<file path="config.mk">
export PLATFORM = sky130hd
export DESIGN_NAME = cttg_top
export DESIGN_NICKNAME = d
export VERILOG_FILES = /design/src/design/cttg_pkg.sv /design/src/design/cttg_pulse.sv /design/src/design/cttg_regs.sv /design/src/design/cttg_top.sv
export SDC_FILE = /design/constraint.sdc
export NUM_CORES = 1
export LEC_CHECK = 0
export BUFFER_PORTS_ARGS = -buffer_cell sky130_fd_sc_hd__buf_2
export CAP_MARGIN = 20
export CORE_MARGIN = 2
export CORE_UTILIZATION = 58
export CTS_BUF_LIST = sky130_fd_sc_hd__clkbuf_8
export DETAILED_ROUTE_END_ITERATION = 8
export PLACE_DENSITY = 0.79
export SLEW_MARGIN = 20
export SYNTH_ARGS = -nofsm -noshare
export SYNTH_HDL_FRONTEND = slang
export SYNTH_SLANG_ARGS = --single-unit
</file>
<file path="constraint.sdc">
create_clock -name mclk_i -period 7.05 [get_ports mclk_i]
set_input_delay 0.3525 -clock mclk_i [delete_from_list [all_inputs] [get_ports mclk_i]]
set_output_delay 0.3525 -clock mclk_i [all_outputs]
set_load 0.1 [all_outputs]
</file>
<file path="src/design/cttg_pkg.sv">
// Constants, port map and helper functions of the CRT timing generator.
// Assumes a 16-bit host I/O port decoder and one nugget-rate clock.
// Behaviour
// - Hblank starts after displayed count plus one
// - Hsync starts after start plus one, if below total
// - Hsync lasts width groups, not cut at line end
// - Hsync polarity bit: one negative, zero positive
// - Vertical counter steps per line, or half-line interlaced
// - Vertical total is modulus times base plus adjust plus one
// - Scan modulus from double scan and lines-per-row code
// - Vblank starts at displayed count, aligned to line end
// - Interlaced vblank shifts by half line per frame
// - Vsync starts at computed count, not line aligned
// - Vsync lasts width lines or half-lines, total ignored
// - Vsync polarity bit: one negative, zero positive
// - Lines-per-row code and double scan select a scan modulus of two to sixteen steps
// - Control bit 3 double scan, bit 4 interlace
// - Line lasts total plus one groups
// - Enable bits set or clear a latch, read in bit 5
package cttg_pkg;

    localparam int          NREG      = 9;
    localparam logic [15:0] RST_VAL   = 16'h0000;
    // Register slots: 0 horiz total, then the eight mapped timing registers
    localparam logic [15:0] WR_ADDR [NREG] = '{16'h02E8, 16'h06E8, 16'h0AE8,
        16'h0EE8, 16'h12E8, 16'h16E8, 16'h1AE8, 16'h1EE8, 16'h22E8};
    localparam logic [15:0] RD_ADDR [NREG] = '{16'h26E8, 16'h06E8, 16'h0AE8,
        16'h0EE8, 16'h12E8, 16'h16E8, 16'h1AE8, 16'h1EE8, 16'h22E8};
    localparam logic [15:0] REG_MASK [NREG] = '{16'h01FF, 16'h00FF, 16'h00FF,
        16'h003F, 16'h0FFF, 16'h0FFF, 16'h0FFF, 16'h003F, 16'h001E};
    localparam int SLOT_HTOT  = 0;
    localparam int SLOT_HDISP = 1;
    localparam int SLOT_HSS   = 2;
    localparam int SLOT_HSW   = 3;
    localparam int SLOT_VTOT  = 4;
    localparam int SLOT_VDISP = 5;
    localparam int SLOT_VSS   = 6;
    localparam int SLOT_VSW   = 7;
    localparam int SLOT_DCTL  = 8;

    localparam int POL_BIT   = 5;
    localparam int WID_MSB   = 4;
    localparam int ADJ_MSB   = 2;
    localparam int BASE_LSB  = 3;
    localparam int BASE_MSB  = 11;
    localparam int LPR_LSB   = 1;
    localparam int DBL_BIT   = 3;
    localparam int ILACE_BIT = 4;
    localparam int EN_LSB    = 5;
    localparam int VW        = 13;

    function automatic logic [4:0] cttg_scan_mod(input logic dbl,
                                                 input logic [1:0] lpr);
        logic [4:0] m;
        m = {2'b00, lpr, 1'b0} + 5'h02;
        return dbl ? {m[3:0], 1'b0} : m;
    endfunction

    function automatic logic [VW-1:0] cttg_vval(input logic [11:0] r,
                                                input logic [4:0] md);
        logic [VW:0] p;
        p = 14'(r[BASE_MSB:BASE_LSB] * md) + 14'(r[ADJ_MSB:0]) + 14'h0001;
        return p[VW-1:0];
    endfunction

endpackage

</file>
<file path="src/design/cttg_pulse.sv">
// Width-counted sync pulse, used for both horizontal and vertical sync.
// Assumes start and tick are one-cycle enables in the mclk_i domain.
`timescale 1ns/10ps
module cttg_pulse
    import cttg_pkg::*;
(
    input  wire logic       mclk_i,
    input  wire logic       srst_i,
    input  wire logic       tick_i,
    input  wire logic       start_i,
    input  wire logic [4:0] width_i,
    output logic            act_o
);
    logic [4:0] left_ff;
    logic [4:0] nxt_left;
    logic       act_ff;
    logic       nxt_act;

    // Only a new start or its own count ends the pulse, never a wrap
    assign nxt_left = start_i ? width_i
                    : (act_ff && tick_i) ? left_ff - 5'h01 : left_ff;
    assign nxt_act  = start_i ? (width_i != 5'h00)
                    : (act_ff && tick_i && left_ff == 5'h01) ? 1'b0
                    : act_ff;
    assign act_o    = act_ff;

    always_ff @(posedge mclk_i)
    begin
        if (srst_i)
        begin
            left_ff <= 5'h00;
            act_ff  <= 1'b0;
        end
        else
        begin
            left_ff <= nxt_left;
            act_ff  <= nxt_act;
        end
    end
endmodule // cttg_pulse

</file>
<file path="src/design/cttg_regs.sv">
// Host I/O register file of the timing generator, byte or word access.
// Assumes io_be_i[0] is the even-address byte and strobes last one cycle.
`timescale 1ns/10ps
module cttg_regs
    import cttg_pkg::*;
(
    input  wire logic        mclk_i,
    input  wire logic        srst_i,
    input  wire logic [15:0] io_addr_i,
    input  wire logic        io_wr_i,
    input  wire logic        io_rd_i,
    input  wire logic [1:0]  io_be_i,
    input  wire logic [15:0] io_wdata_i,
    output logic      [15:0] io_rdata_o,
    output logic      [15:0] reg_o [NREG],
    output logic             disp_en_o
);
    logic [15:0] reg_ff [NREG];
    logic [15:0] rdata_ff;
    logic        en_ff;
    logic [15:0] lane_mask;
    logic [15:0] rd_mux;
    logic        ctl_wr;
    logic [1:0]  en_code;

    assign lane_mask = {{8{io_be_i[1]}}, {8{io_be_i[0]}}};
    assign ctl_wr    = io_wr_i && io_be_i[0] && io_addr_i == WR_ADDR[SLOT_DCTL];
    assign en_code   = io_wdata_i[EN_LSB+1:EN_LSB];

    always_comb
    begin
        rd_mux = 16'h0000;
        for (int i = 0; i < NREG; i++)
            if (io_addr_i == RD_ADDR[i])
                rd_mux = reg_ff[i];
        // Latch state reads in bit 5, bit 6 always zero
        if (io_addr_i == RD_ADDR[SLOT_DCTL])
            rd_mux[EN_LSB] = en_ff;
    end

    always_ff @(posedge mclk_i)
    begin
        if (srst_i)
        begin
            for (int i = 0; i < NREG; i++)
                reg_ff[i] <= RST_VAL;
            rdata_ff <= 16'h0000;
            en_ff    <= 1'b0;
        end
        else
        begin
            for (int i = 0; i < NREG; i++)
                if (io_wr_i && io_addr_i == WR_ADDR[i])
                    reg_ff[i] <= ((reg_ff[i] & ~lane_mask)
                        | (io_wdata_i & lane_mask)) & REG_MASK[i];
            if (io_rd_i)
                rdata_ff <= rd_mux;
            if (ctl_wr && en_code[1])
                en_ff <= 1'b0;
            else if (ctl_wr && en_code == 2'b01)
                en_ff <= 1'b1;
        end
    end

    assign io_rdata_o = rdata_ff;
    assign reg_o      = reg_ff;
    assign disp_en_o  = en_ff;
endmodule // cttg_regs

</file>
<file path="src/design/cttg_top.sv">
// CRT timing generator: horizontal and vertical counters, blank and sync.
// Assumes mclk_i is the nugget clock and host I/O strobes are synchronous.
`timescale 1ns/10ps
module cttg_top
    import cttg_pkg::*;
(
    input  wire logic        mclk_i,
    input  wire logic        srst_i,
    input  wire logic [2:0]  nugget_clock_divisor_i,
    input  wire logic [15:0] io_addr_i,
    input  wire logic        io_wr_i,
    input  wire logic        io_rd_i,
    input  wire logic [1:0]  io_be_i,
    input  wire logic [15:0] io_wdata_i,
    output logic      [15:0] io_rdata_o,
    output logic             hblank_o,
    output logic             hsync_o,
    output logic             vblank_o,
    output logic             vsync_o,
    output logic             field_odd_o,
    output logic             disp_en_o
);
    logic [15:0]   regs [NREG];
    logic          en;

    cttg_regs u_regs (
        .mclk_i     (mclk_i),
        .srst_i     (srst_i),
        .io_addr_i  (io_addr_i),
        .io_wr_i    (io_wr_i),
        .io_rd_i    (io_rd_i),
        .io_be_i    (io_be_i),
        .io_wdata_i (io_wdata_i),
        .io_rdata_o (io_rdata_o),
        .reg_o      (regs),
        .disp_en_o  (en)
    );

    // Field views of the programmed registers
    logic [8:0]    htot;
    logic [8:0]    hdisp;
    logic [8:0]    hss;
    logic [4:0]    hsw;
    logic [4:0]    vsw;
    logic          hpol;
    logic          vpol;
    logic [1:0]    lpr;
    logic          dbl;
    logic          ilace;
    logic [4:0]    smod;
    logic [VW-1:0] vtot_v;
    logic [VW-1:0] vdisp_v;
    logic [VW-1:0] vss_v;

    assign htot    = regs[SLOT_HTOT][8:0];
    assign hdisp   = {1'b0, regs[SLOT_HDISP][7:0]};
    assign hss     = {1'b0, regs[SLOT_HSS][7:0]};
    assign hsw     = regs[SLOT_HSW][WID_MSB:0];
    assign hpol    = regs[SLOT_HSW][POL_BIT];
    assign vsw     = regs[SLOT_VSW][WID_MSB:0];
    assign vpol    = regs[SLOT_VSW][POL_BIT];
    assign lpr     = regs[SLOT_DCTL][LPR_LSB+1:LPR_LSB];
    assign dbl     = regs[SLOT_DCTL][DBL_BIT];
    assign ilace   = regs[SLOT_DCTL][ILACE_BIT];
    assign smod    = cttg_scan_mod(dbl, lpr);
    assign vtot_v  = cttg_vval(regs[SLOT_VTOT][11:0], smod);
    assign vdisp_v = cttg_vval(regs[SLOT_VDISP][11:0], smod);
    assign vss_v   = cttg_vval(regs[SLOT_VSS][11:0], smod);

    // Group divider: one tick per nugget_clock_divisor + 1 clocks
    logic [2:0] div_ff;
    logic [2:0] nxt_div;
    logic       tick;

    assign tick    = div_ff >= nugget_clock_divisor_i;
    assign nxt_div = tick ? 3'h0 : div_ff + 3'h1;

    // Horizontal counter
    logic [8:0] h_ff;
    logic [8:0] nxt_h;
    logic       line_end;
    logic       half_step;
    logic       vstep;

    assign line_end  = tick && h_ff >= htot;
    assign nxt_h     = line_end ? 9'h000
                     : tick ? h_ff + 9'h001 : h_ff;
    // Interlace adds a step at the half-line point of each line
    assign half_step = ilace && tick && !line_end
                    && h_ff == {1'b0, htot[8:1]};
    assign vstep     = line_end || half_step;

    // Vertical counter, in lines or half-lines
    logic [VW-1:0] v_ff;
    logic [VW-1:0] nxt_v;
    logic          v_last;

    assign v_last = v_ff >= vtot_v - 13'h0001;
    assign nxt_v  = !vstep ? v_ff
                  : v_last ? 13'h0000 : v_ff + 13'h0001;

    // Blank and sync decisions
    logic hblank_ff;
    logic nxt_hblank;
    logic vblank_ff;
    logic nxt_vblank;
    logic odd_ff;
    logic nxt_odd;
    logic hs_start;
    logic vs_start;
    logic hs_act;
    logic vs_act;

    assign nxt_hblank = line_end ? 1'b0
                      : (tick && h_ff == hdisp) ? 1'b1 : hblank_ff;
    assign hs_start   = tick && h_ff == hss && hss < htot;
    // Vblank only changes on a full line end, so in interlace the odd
    // field sees it half a line shorter and the even one half a line late
    assign nxt_vblank = line_end ? (nxt_v >= vdisp_v)
                      : vblank_ff;
    assign nxt_odd    = (vstep && v_last) ? (ilace && !odd_ff) : odd_ff;
    // Vsync starts on any step, half-line ones included
    assign vs_start   = vstep && nxt_v == vss_v;

    cttg_pulse u_hs (
        .mclk_i  (mclk_i),
        .srst_i  (srst_i),
        .tick_i  (tick),
        .start_i (hs_start),
        .width_i (hsw),
        .act_o   (hs_act)
    );

    cttg_pulse u_vs (
        .mclk_i  (mclk_i),
        .srst_i  (srst_i),
        .tick_i  (vstep),
        .start_i (vs_start),
        .width_i (vsw),
        .act_o   (vs_act)
    );

    // Registered pins; disabled display holds syncs idle and blanks
    logic hsync_ff;
    logic vsync_ff;
    logic hbo_ff;
    logic vbo_ff;

    always_ff @(posedge mclk_i)
    begin
        if (srst_i)
        begin
            div_ff    <= 3'h0;
            h_ff      <= 9'h000;
            v_ff      <= 13'h0000;
            hblank_ff <= 1'b0;
            vblank_ff <= 1'b0;
            odd_ff    <= 1'b0;
            hsync_ff  <= 1'b0;
            vsync_ff  <= 1'b0;
            hbo_ff    <= 1'b1;
            vbo_ff    <= 1'b1;
        end
        else
        begin
            div_ff    <= nxt_div;
            h_ff      <= nxt_h;
            v_ff      <= nxt_v;
            hblank_ff <= nxt_hblank;
            vblank_ff <= nxt_vblank;
            odd_ff    <= nxt_odd;
            hsync_ff  <= en ? (hs_act ^ hpol) : hpol;
            vsync_ff  <= en ? (vs_act ^ vpol) : vpol;
            hbo_ff    <= en ? hblank_ff : 1'b1;
            vbo_ff    <= en ? vblank_ff : 1'b1;
        end
    end

    assign hsync_o     = hsync_ff;
    assign vsync_o     = vsync_ff;
    assign hblank_o    = hbo_ff;
    assign vblank_o    = vbo_ff;
    assign field_odd_o = odd_ff;
    assign disp_en_o   = en;
endmodule // cttg_top

</file>
==> metrics.txt, run 1 <==
commonest non-fill, non-tap cell in the layout=nor2_1; RD Place Congestion=0.904; Mapped Area=11300 sq um; most frequent cells in the layout=133 x nor2_1, 131 x dfxtp_1, 128 x ha_1; Yosys cell types=80; worst-path maximum fanout=8; Final Hold Fails=0; met3 GRT Util=0.0580; multi-input logic area=8160 sq um; Starting Density=0.597; cells after synthesis=1330; Layout area overhead=10.7%; largest buffer count on any clock path=2; Comb power frac=0.096; Syn Area/Cell=8.48 sq um; arrival time worst endpoint=7.36 ns; final wirelength=around 30000 um; register area=2690 sq um; CTS Sinks=roughly 130; Slowest-stage cell, CP=fa_1; Clk network pwr share=0.434; TritonCTS buffer count=17; Post-Place Cell Area=roughly 12000 sq um; gr usage total=0.293; failing checks=setup timing; Pwr Density=~130 nW/um^2; share of power burned in registers=0.470; Clock Skews=roughly 0.015 ns; routed vias/inst=6.01; Reg clk slew, reported paths=about 0.08 ns; Max IR drop VDD=138 uV; dpl ws=-0.134 ns; register area share after synthesis=0.238; Slew Limit Headroom=0.332; die area=20600 sq um; GRT Max-Usage Layer=met2; worst endpoint required time=7.36 ns; DRC viols=0; Critical Path Sink Type=register; outcome=complete, but fails checks; fin crit period=7.06 ns; number of flops mapped to enable cells by yosys=0; Synth Warn #=0; CP max stage delay=roughly 0.52 ns; CTS root buffer=clkbuf_8; WHS=0.185 ns; initial antenna violation count=0; met2 Use GR=0.457; switching power=0.440 mW; CTS HTree Levels=4; class of the worst hold path=primary input to register; Crit path max-delay family=compound AO/OA/AOI/OAI gates; kind of critical path=register to register; Slew @ Worst Pin=0.998 ns; antenna-violating nets left=0; Crit path top cell by count=o21a_1; asr flop ratio synth=0; Vias=9847; Post-synth top flop=dfxtp_1; GRT overflow=0; total power draw=1.65 mW; I/O pins=63; setup_tns=-0.00805 ns; cell-internal power=1.21 mW; final setup vio count=1; PnR worst setup slack=-0.00805 ns; ant diodes=0; flops & latches, synth=134; fin nets=1587; Max-Cap Viols=0; share of layout cells above drive strength 1=0.126; largest net degree at the start of global routing=72; worst path bufs/invs=3; Final Cycle Share=1.00; Leakage Power=~5.8 nW; clock latency on the worst-skew pair=0.45 ns; die height=143 um; IO buf count=54; CORE AREA=between 15000 and 20000 sq um; Worst setup SP type=register; CTS tree=yes; Slew Viols, Final=0; first-pass GRT wire length=47800 um; RSZ-0062 raised after global routing=yes; hold_buf cts=0; Wirelength per Cell=~18 um; HPWL after detailed placement=around 23000 um; Sw Ratio=0.266; fill count=1559; vias in the first global route=approximately 9400; Fmax achieved=between 100 and 150 MHz; DRT Pass-1 Iters=8; met1 Use GR=0.411; Initial DRC Count=between 900 and 1000; chip width=between 100 and 150 um; Design Area, Final=12500 sq um; FP Rows=50
==> metrics by stage <==
stage | cells | util
finish | 1638 | 0.661
global route | 1638 | 0.661
CTS | 1635 | 0.652
detailed placement | 1603 | 0.628
global placement | 1603 | 0.628
floorplan | 1333 | -
==> logic make-up (layout without fill, tap and decap cells) <==
family,Yosys count,count (layout),share of synthesized area
and+or+nand+nor,471,471,0.211
other,1,4,0.000333
muxes,76,76,0.0680
DFF,134,134,0.238
buffers and inverters,161,206,0.0565
xor gates and xnor gates,86,86,0.0668
adders and majority gates,180,180,0.230
AOI/OAI and AO/OA,221,221,0.130
==> synthesized netlist by cell type, drive strengths merged, types with 23 or more instances <==
cell | n | area, sq um
ha | 135 | 1690
nor2 | 135 | 507
dfxtp | 134 | 2680
nand2 | 103 | 387
inv | 87 | 327
a21oi | 73 | 365
mux2i | 71 | 711
and2 | 65 | 407
clkbuf | 60 | 226
o21ai | 50 | 250
fa | 45 | 901
xnor2 | 43 | 377
xor2 | 43 | 377
and3 | 30 | 193
nand3 | 25 | 125
nor2b | 25 | 156
nor3 | 23 | 135
==> worst register-to-register path, delay by kind of cell, from the launching register on <==
kind | cells | cell delay, ns
and+or+nand+nor | 5 | 0.72
xor gates and xnor gates | 1 | 0.08
AOI/OAI and AO/OA | 18 | 2.83
buffers and inverters | 3 | 0.17
adders and majority gates | 7 | 2.46
muxes | 1 | 0.30
DFF | 1 | 0.34
==> timing repair <==
item                                    4_1_cts  5_1_grt
resized for setup                             1       31
pin swaps                                     1       21
endpoints found under the setup margin        7        7
buffers inserted                              1        3
==> power by group through the flow <==
stage	Sequential, mW	Combinational (mW)	Clock, mW
finish	0.775	0.159	0.716
global route	0.776	0.171	0.756
CTS	0.775	0.155	0.719
detailed placement	0.793	0.154	0
global placement	0.792	0.153	0
floorplan	0.794	0.102	0
==> final cells by class <==
| cell class | instances | share of cell area |
|---|---|---|
| Multi-Input combinational cell | 1038 | 0.654 |
| Sequential cell | 134 | 0.215 |
| Timing Repair Buffer | 87 | 0.0430 |
| Inverter | 88 | 0.0265 |
| Tap cell | 260 | 0.0261 |
| Clock buffer | 19 | 0.0210 |
| Clock inverter | 12 | 0.0143 |
==> routing by layer <==
layer	vias to the layer above	wire, um
li1	4663	-
met1	4688	13200
met2	430	13400
met3	66	2410
met4	0	782
met5	-	0
==> final timing paths <==
path	start	to	slack, ns	cells past startpoint
worst max-delay path	register	vblank_ff$_SDFFE_PP0P_	-0.008	35
worst min-delay path	io_wdata_i[11]	register	0.19	3
worst max register to register	register	vblank_ff$_SDFFE_PP0P_	-0.008	35
worst min register to register	u_regs.io_rdata_o[4]$_SDFFE_PP0P_	u_regs.io_rdata_o[4]$_SDFFE_PP0P_	0.46	2
Note: power is estimated with default switching activity, not from simulation.
==> run 2: changes to the inputs <==
Settings changed: CORE_UTILIZATION 58 to 59, PLACE_DENSITY 0.79 to 0.77.
Clock period 7.05 ns to 8.92 ns, I/O delays scaled along.
==> run 2 against run 1 <==
Against the previous run: the flow finishes with violations (DRC); non-clock buffer count shrank 20; sequential cell count unchanged; register-to-register slack gained 0.98 ns; clock power shrank 21%; global-route usage about the same; die area is 1.7% lower; clock-buffer cell count up 3; final area fell by 3.1%; critical path type unchanged; critical endpoint unchanged; largest cell class unchanged; highest routed layer unchanged.
==> metrics.txt, run 2 (synthesized netlist as in run 1, its figures left out) <==
initial antenna violation count=0; RSZ-0062 raised after global routing=no; Slowest-stage cell, CP=fa_1; DRT Pass-1 Iters=9; final setup vio count=0; CORE AREA=18700 sq um; worst-path maximum fanout=27; Core Util, Final=0.646; first-pass GRT wire length=47100 um; FP Rows=50; Reg clk slew, reported paths=~0.080 ns; Fmax achieved=about 130 MHz; Final Cycle Share=0.892; arrival time worst endpoint=8.24 ns; IO buf count=54; Critical Path Sink Type=register; CTS HTree Levels=4; CTS root buffer=clkbuf_8; outcome=complete, but fails checks; fin crit period=7.95 ns; multi-input logic area=between 7000 and 8000 sq um; ant diodes=0; hold_buf cts=0; CP max stage delay=0.52 ns; DRC viols=2; die height=142 um; fill count=1567; CTS tree=yes; vias in the first global route=9104; Final Hold Fails=0; clock latency on the worst-skew pair=roughly 0.44 ns; Clock Skews=0.0119 ns; setup_tns=0 ns; Worst setup SP type=register; post-CTS sizing=0; Starting Density=0.603; gr usage total=0.294; Leakage Power=5.63 nW; Vias=9709; die area=slightly above 20000 sq um; Crit path top cell by count=a21oi_1; antenna-violating nets left=0; share of layout cells above drive strength 1=0.0912; worst endpoint required time=9.21 ns; dpl ws=roughly 1.0 ns; failing checks=DRC; register area=2680 sq um; GRT overflow=0; TritonCTS buffer count=17; PnR worst setup slack=0.968 ns; largest net degree at the start of global routing=87; kind of critical path=register to register; I/O pins=63; fin nets=around 1600; HPWL after detailed placement=around 22000 um; largest buffer count on any clock path=2; Initial DRC Count=1039; routed vias/inst=6.09; class of the worst hold path=primary input to register; final wirelength=28900 um; Max-Cap Viols=0; Slew Viols, Final=0; RD Place Congestion=about 0.9; Layout area overhead=7.26%; most frequent cells in the layout=135 x nor2_1, 135 x ha_1, 134 x dfxtp_1; chip width=142 um; post-CTS setup repair buffer count=0; Slew Limit Headroom=0.324; Slew @ Worst Pin=1.01 ns; Pwr Density=108 nW/um^2; Wirelength per Cell=18.1 um; Max IR drop VDD=117 uV; CTS Sinks=~130
run 2: cell count changes in the layout (fill, tap and decap cells not counted), sizes merged:
| cell | before | now |
|---|---|---|
| buf | 87 | 67 |
| clkbuf | 19 | 22 |
| clkinv | 6 | 4 |
| bufinv | 4 | 3 |
| inv | 88 | 89 |
run 2: area by class of cell:
| class | instances | share of cell area |
|---|---|---|
| clock buffer | 22 | 0.0250 |
| clock inverter | 10 | 0.0117 |
| inverter | 88 | 0.0273 |
| multi-input combinational | 1038 | 0.659 |
| sequential | 134 | 0.222 |
| tap | 234 | 0.0242 |
| timing repair buffer | 67 | 0.0306 |
run 2: critical path, delay by kind of cell, from the launching register on:
family,cells,cell delay (ns)
xor gates and xnor gates,1,0.18
AOI/OAI and AO/OA,20,3.28
buffers and inverters,1,0.06
DFF,1,0.35
and+or+nand+nor,6,0.91
adders and majority gates,7,2.57
muxes,1,0.46
run 2: worst paths after layout:
kind | from | endpoint | slack [ns] | cells after the start
worst max-delay path | register | vblank_ff$_SDFFE_PP0P_ | 0.97 | 36
worst min-delay path | io_wdata_i[11] | register | 0.27 | 3
worst max register to register | register | vblank_ff$_SDFFE_PP0P_ | 0.97 | 36
worst min register to register | div_ff[0]$_SDFF_PP0_ | div_ff[0]$_SDFF_PP0_ | 0.49 | 1
run 2: where the power goes:
| part | switching [mW] | internal (mW) |
|---|---|---|
| logic | 0.0904 | 0.0349 |
| clock network | 0.247 | 0.315 |
| registers | 0.00839 | 0.604 |
| total | 0.346 | 0.955 |
run 2: per-layer routing:
layer,routed length [um],global-route usage
met1,12900,0.411
met2,13000,0.462
met3,2320,0.0572
met4,640,0.0853
met5,0,0
run 2: per-stage QoR:
| step | hold slack [ns] | total power [mW] | area [sq um] | instances |
|---|---|---|---|---|
| 6_report | 0.267 | 1.30 | 12100 | 1593 |
| 5_1_grt | 0.272 | 1.34 | 12100 | 1593 |
| 4_1_cts | 0.250 | 1.30 | 12100 | 1593 |
| 3_5_place_dp | 0.459 | 0.749 | 11600 | 1561 |
| 3_3_place_gp | 0.449 | 0.747 | 11600 | 1561 |
| 2_1_floorplan | 0.423 | 0.708 | 11300 | 1333 |
==> run 3: changes to the inputs <==
==> constraint.sdc (replaced) <==
create_clock -name mclk_i -period 8.92 [get_ports mclk_i]
set_input_delay 1.784 -clock mclk_i [delete_from_list [all_inputs] [get_ports mclk_i]]
set_output_delay 1.784 -clock mclk_i [all_outputs]
set_load 0.1 [all_outputs]
==> run 3 against run 2 <==
Against the previous run: the run now ends clean; total power is 4.1% lower; critical path depth decreased by 1; wire length down 1.2%; sequential cell count is the same; combinational power barely moved; setup slack worse by 0.081 ns; non-clock buffer count rose by 1; largest power group unchanged; clock power down 9.2%; sequential share of layout area rose by 0.090 points.
==> metrics.txt, run 3 (synthesized netlist as in run 1, its figures left out) <==
outcome=complete, no violations; CTS tree=yes; Max IR drop VDD=119 uV; Wirelength per Cell=17.9 um; worst-path maximum fanout=18; class of the worst hold path=register to register; Slowest-stage cell, CP=fa_1; fin nets=1568; chip width=approximately 140 um; die height=142 um; initial antenna violation count=0; Slew Limit Headroom=0.339; RSZ-0062 raised after global routing=no; Slew Viols, Final=0; largest net degree at the start of global routing=80; FP Rows=50; final setup vio count=0; final wirelength=28600 um; RD Place Congestion=0.893; Clk network pwr share=0.410; Max-Cap Viols=0; CORE AREA=18700 sq um; Reg clk slew, reported paths=0.09 ns; fin crit period=8.03 ns; worst path bufs/invs=1; post-CTS sizing=0; switching power=0.373 mW; clock latency on the worst-skew pair=~0.46 ns; setup_tns=0 ns; CTS root buffer=clkbuf_8; hold_buf cts=0; Starting Density=0.603; Worst setup SP type=register; IO buf count=54; CP max stage delay=approximately 0.50 ns; dpl cells=1562; Final Cycle Share=0.901; routed vias/inst=between 6 and 7; vias in the first global route=8825; Layout area overhead=6.83%; post-CTS setup repair buffer count=0; largest buffer count on any clock path=2; Leakage Power=about 5.6 nW; GRT overflow=0; Final Hold Fails=0; gr usage total=0.289; cell-internal power=0.874 mW; TritonCTS buffer count=17; first-pass GRT wire length=46200 um; Crit path max-delay family=compound AO/OA/AOI/OAI gates; total power draw=1.25 mW; Critical Path Sink Type=register; worst endpoint required time=between 9 and 10 ns; ant diodes=0; share of power burned in registers=0.491; Slew @ Worst Pin=0.989 ns; die area=20200 sq um; Non-Filler Instances=approximately 1600; Sw Ratio=0.299; Core Util, Final=0.644; antenna-violating nets left=0; share of layout cells above drive strength 1=0.0912; DRC viols=0; most frequent cells in the layout=135 x nor2_1, 135 x ha_1, 134 x dfxtp_1; Worst R2R Setup Slack=0.89 ns; CTS Sinks=approximately 130; CTS HTree Levels=4; I/O pins=63; Clock Skews=0.0137 ns; Vias=9595; Comb power frac=0.100; Pwr Density=104 nW/um^2; HPWL after detailed placement=22000 um; arrival time worst endpoint=~8.3 ns; DRT Pass-1 Iters=6; Crit path top cell by count=a21oi_1; Fmax achieved=124 MHz; kind of critical path=register to register; Initial DRC Count=932
[run 3: changes by cell type in the layout (fill, tap and decap cells not counted)]
cell,delta
clkbuf_8,-4
inv_6,+4
bufinv_16,-2
clkinv_2,-2
inv_8,+2
buf_4,+1
clkinvlp_4,+1
inv_1,+1
[run 3: power groups by stage]
stage / registers (mW) / clock network (mW) / logic [mW]
after floorplan: 0.628 / 0 / 0.0805
after global placement: 0.626 / 0 / 0.120
after detailed placement: 0.626 / 0 / 0.122
after CTS: 0.612 / 0.515 / 0.123
after global routing: 0.613 / 0.537 / 0.134
final: 0.612 / 0.511 / 0.124
[run 3: final timing paths]
path,startpoint,end,depth (start not counted)
min reg2reg,u_regs.io_rdata_o[4]$_SDFFE_PP0P_,u_regs.io_rdata_o[4]$_SDFFE_PP0P_,2
max reg2reg,register,vblank_ff$_SDFFE_PP0P_,35
max,register,vblank_ff$_SDFFE_PP0P_,35
min,u_regs.io_rdata_o[4]$_SDFFE_PP0P_,u_regs.io_rdata_o[4]$_SDFFE_PP0P_,2
[run 3: tightest hold or removal path: cells and delay by family, from the launching register on]
| kind | cells | cell delay [ns] |
|---|---|---|
| DFF | 1 | 0.31 |
| and+or+nand+nor | 1 | 0.06 |
| AOI/OAI and AO/OA | 1 | 0.05 |
[run 3: layout make-up]
class	count	area, sq um
clock inverters	14	140
well taps	234	293
flip-flops and latches	134	2680
multi-input cells	1038	7970
inverters	88	330
clock buffers	18	248
fillers	1581	6660
repair buffers	68	378
[run 3: layer usage]
layer,vias to the layer above,share of wire,global-route usage,wire length (um)
met4,0,0.016,0.0726,444
li1,4618,-,-,-
met2,352,0.45,0.462,13000
met5,-,0,0,0
met1,4593,0.46,0.408,13000
met3,32,0.073,0.0485,2070
[run 3: stage by stage]
| stage | instance area (sq um) | hold slack (ns) | setup slack [ns] |
|---|---|---|---|
| 2_1_floorplan | 11300 | 0.423 | 1.40 |
| 3_3_place_gp | 11700 | 0.448 | 1.12 |
| 3_5_place_dp | 11700 | 0.454 | 0.999 |
| 4_1_cts | 12000 | 0.468 | 0.936 |
| 5_1_grt | 12000 | 0.485 | 0.327 |
| 6_report | 12000 | 0.466 | 0.887 |
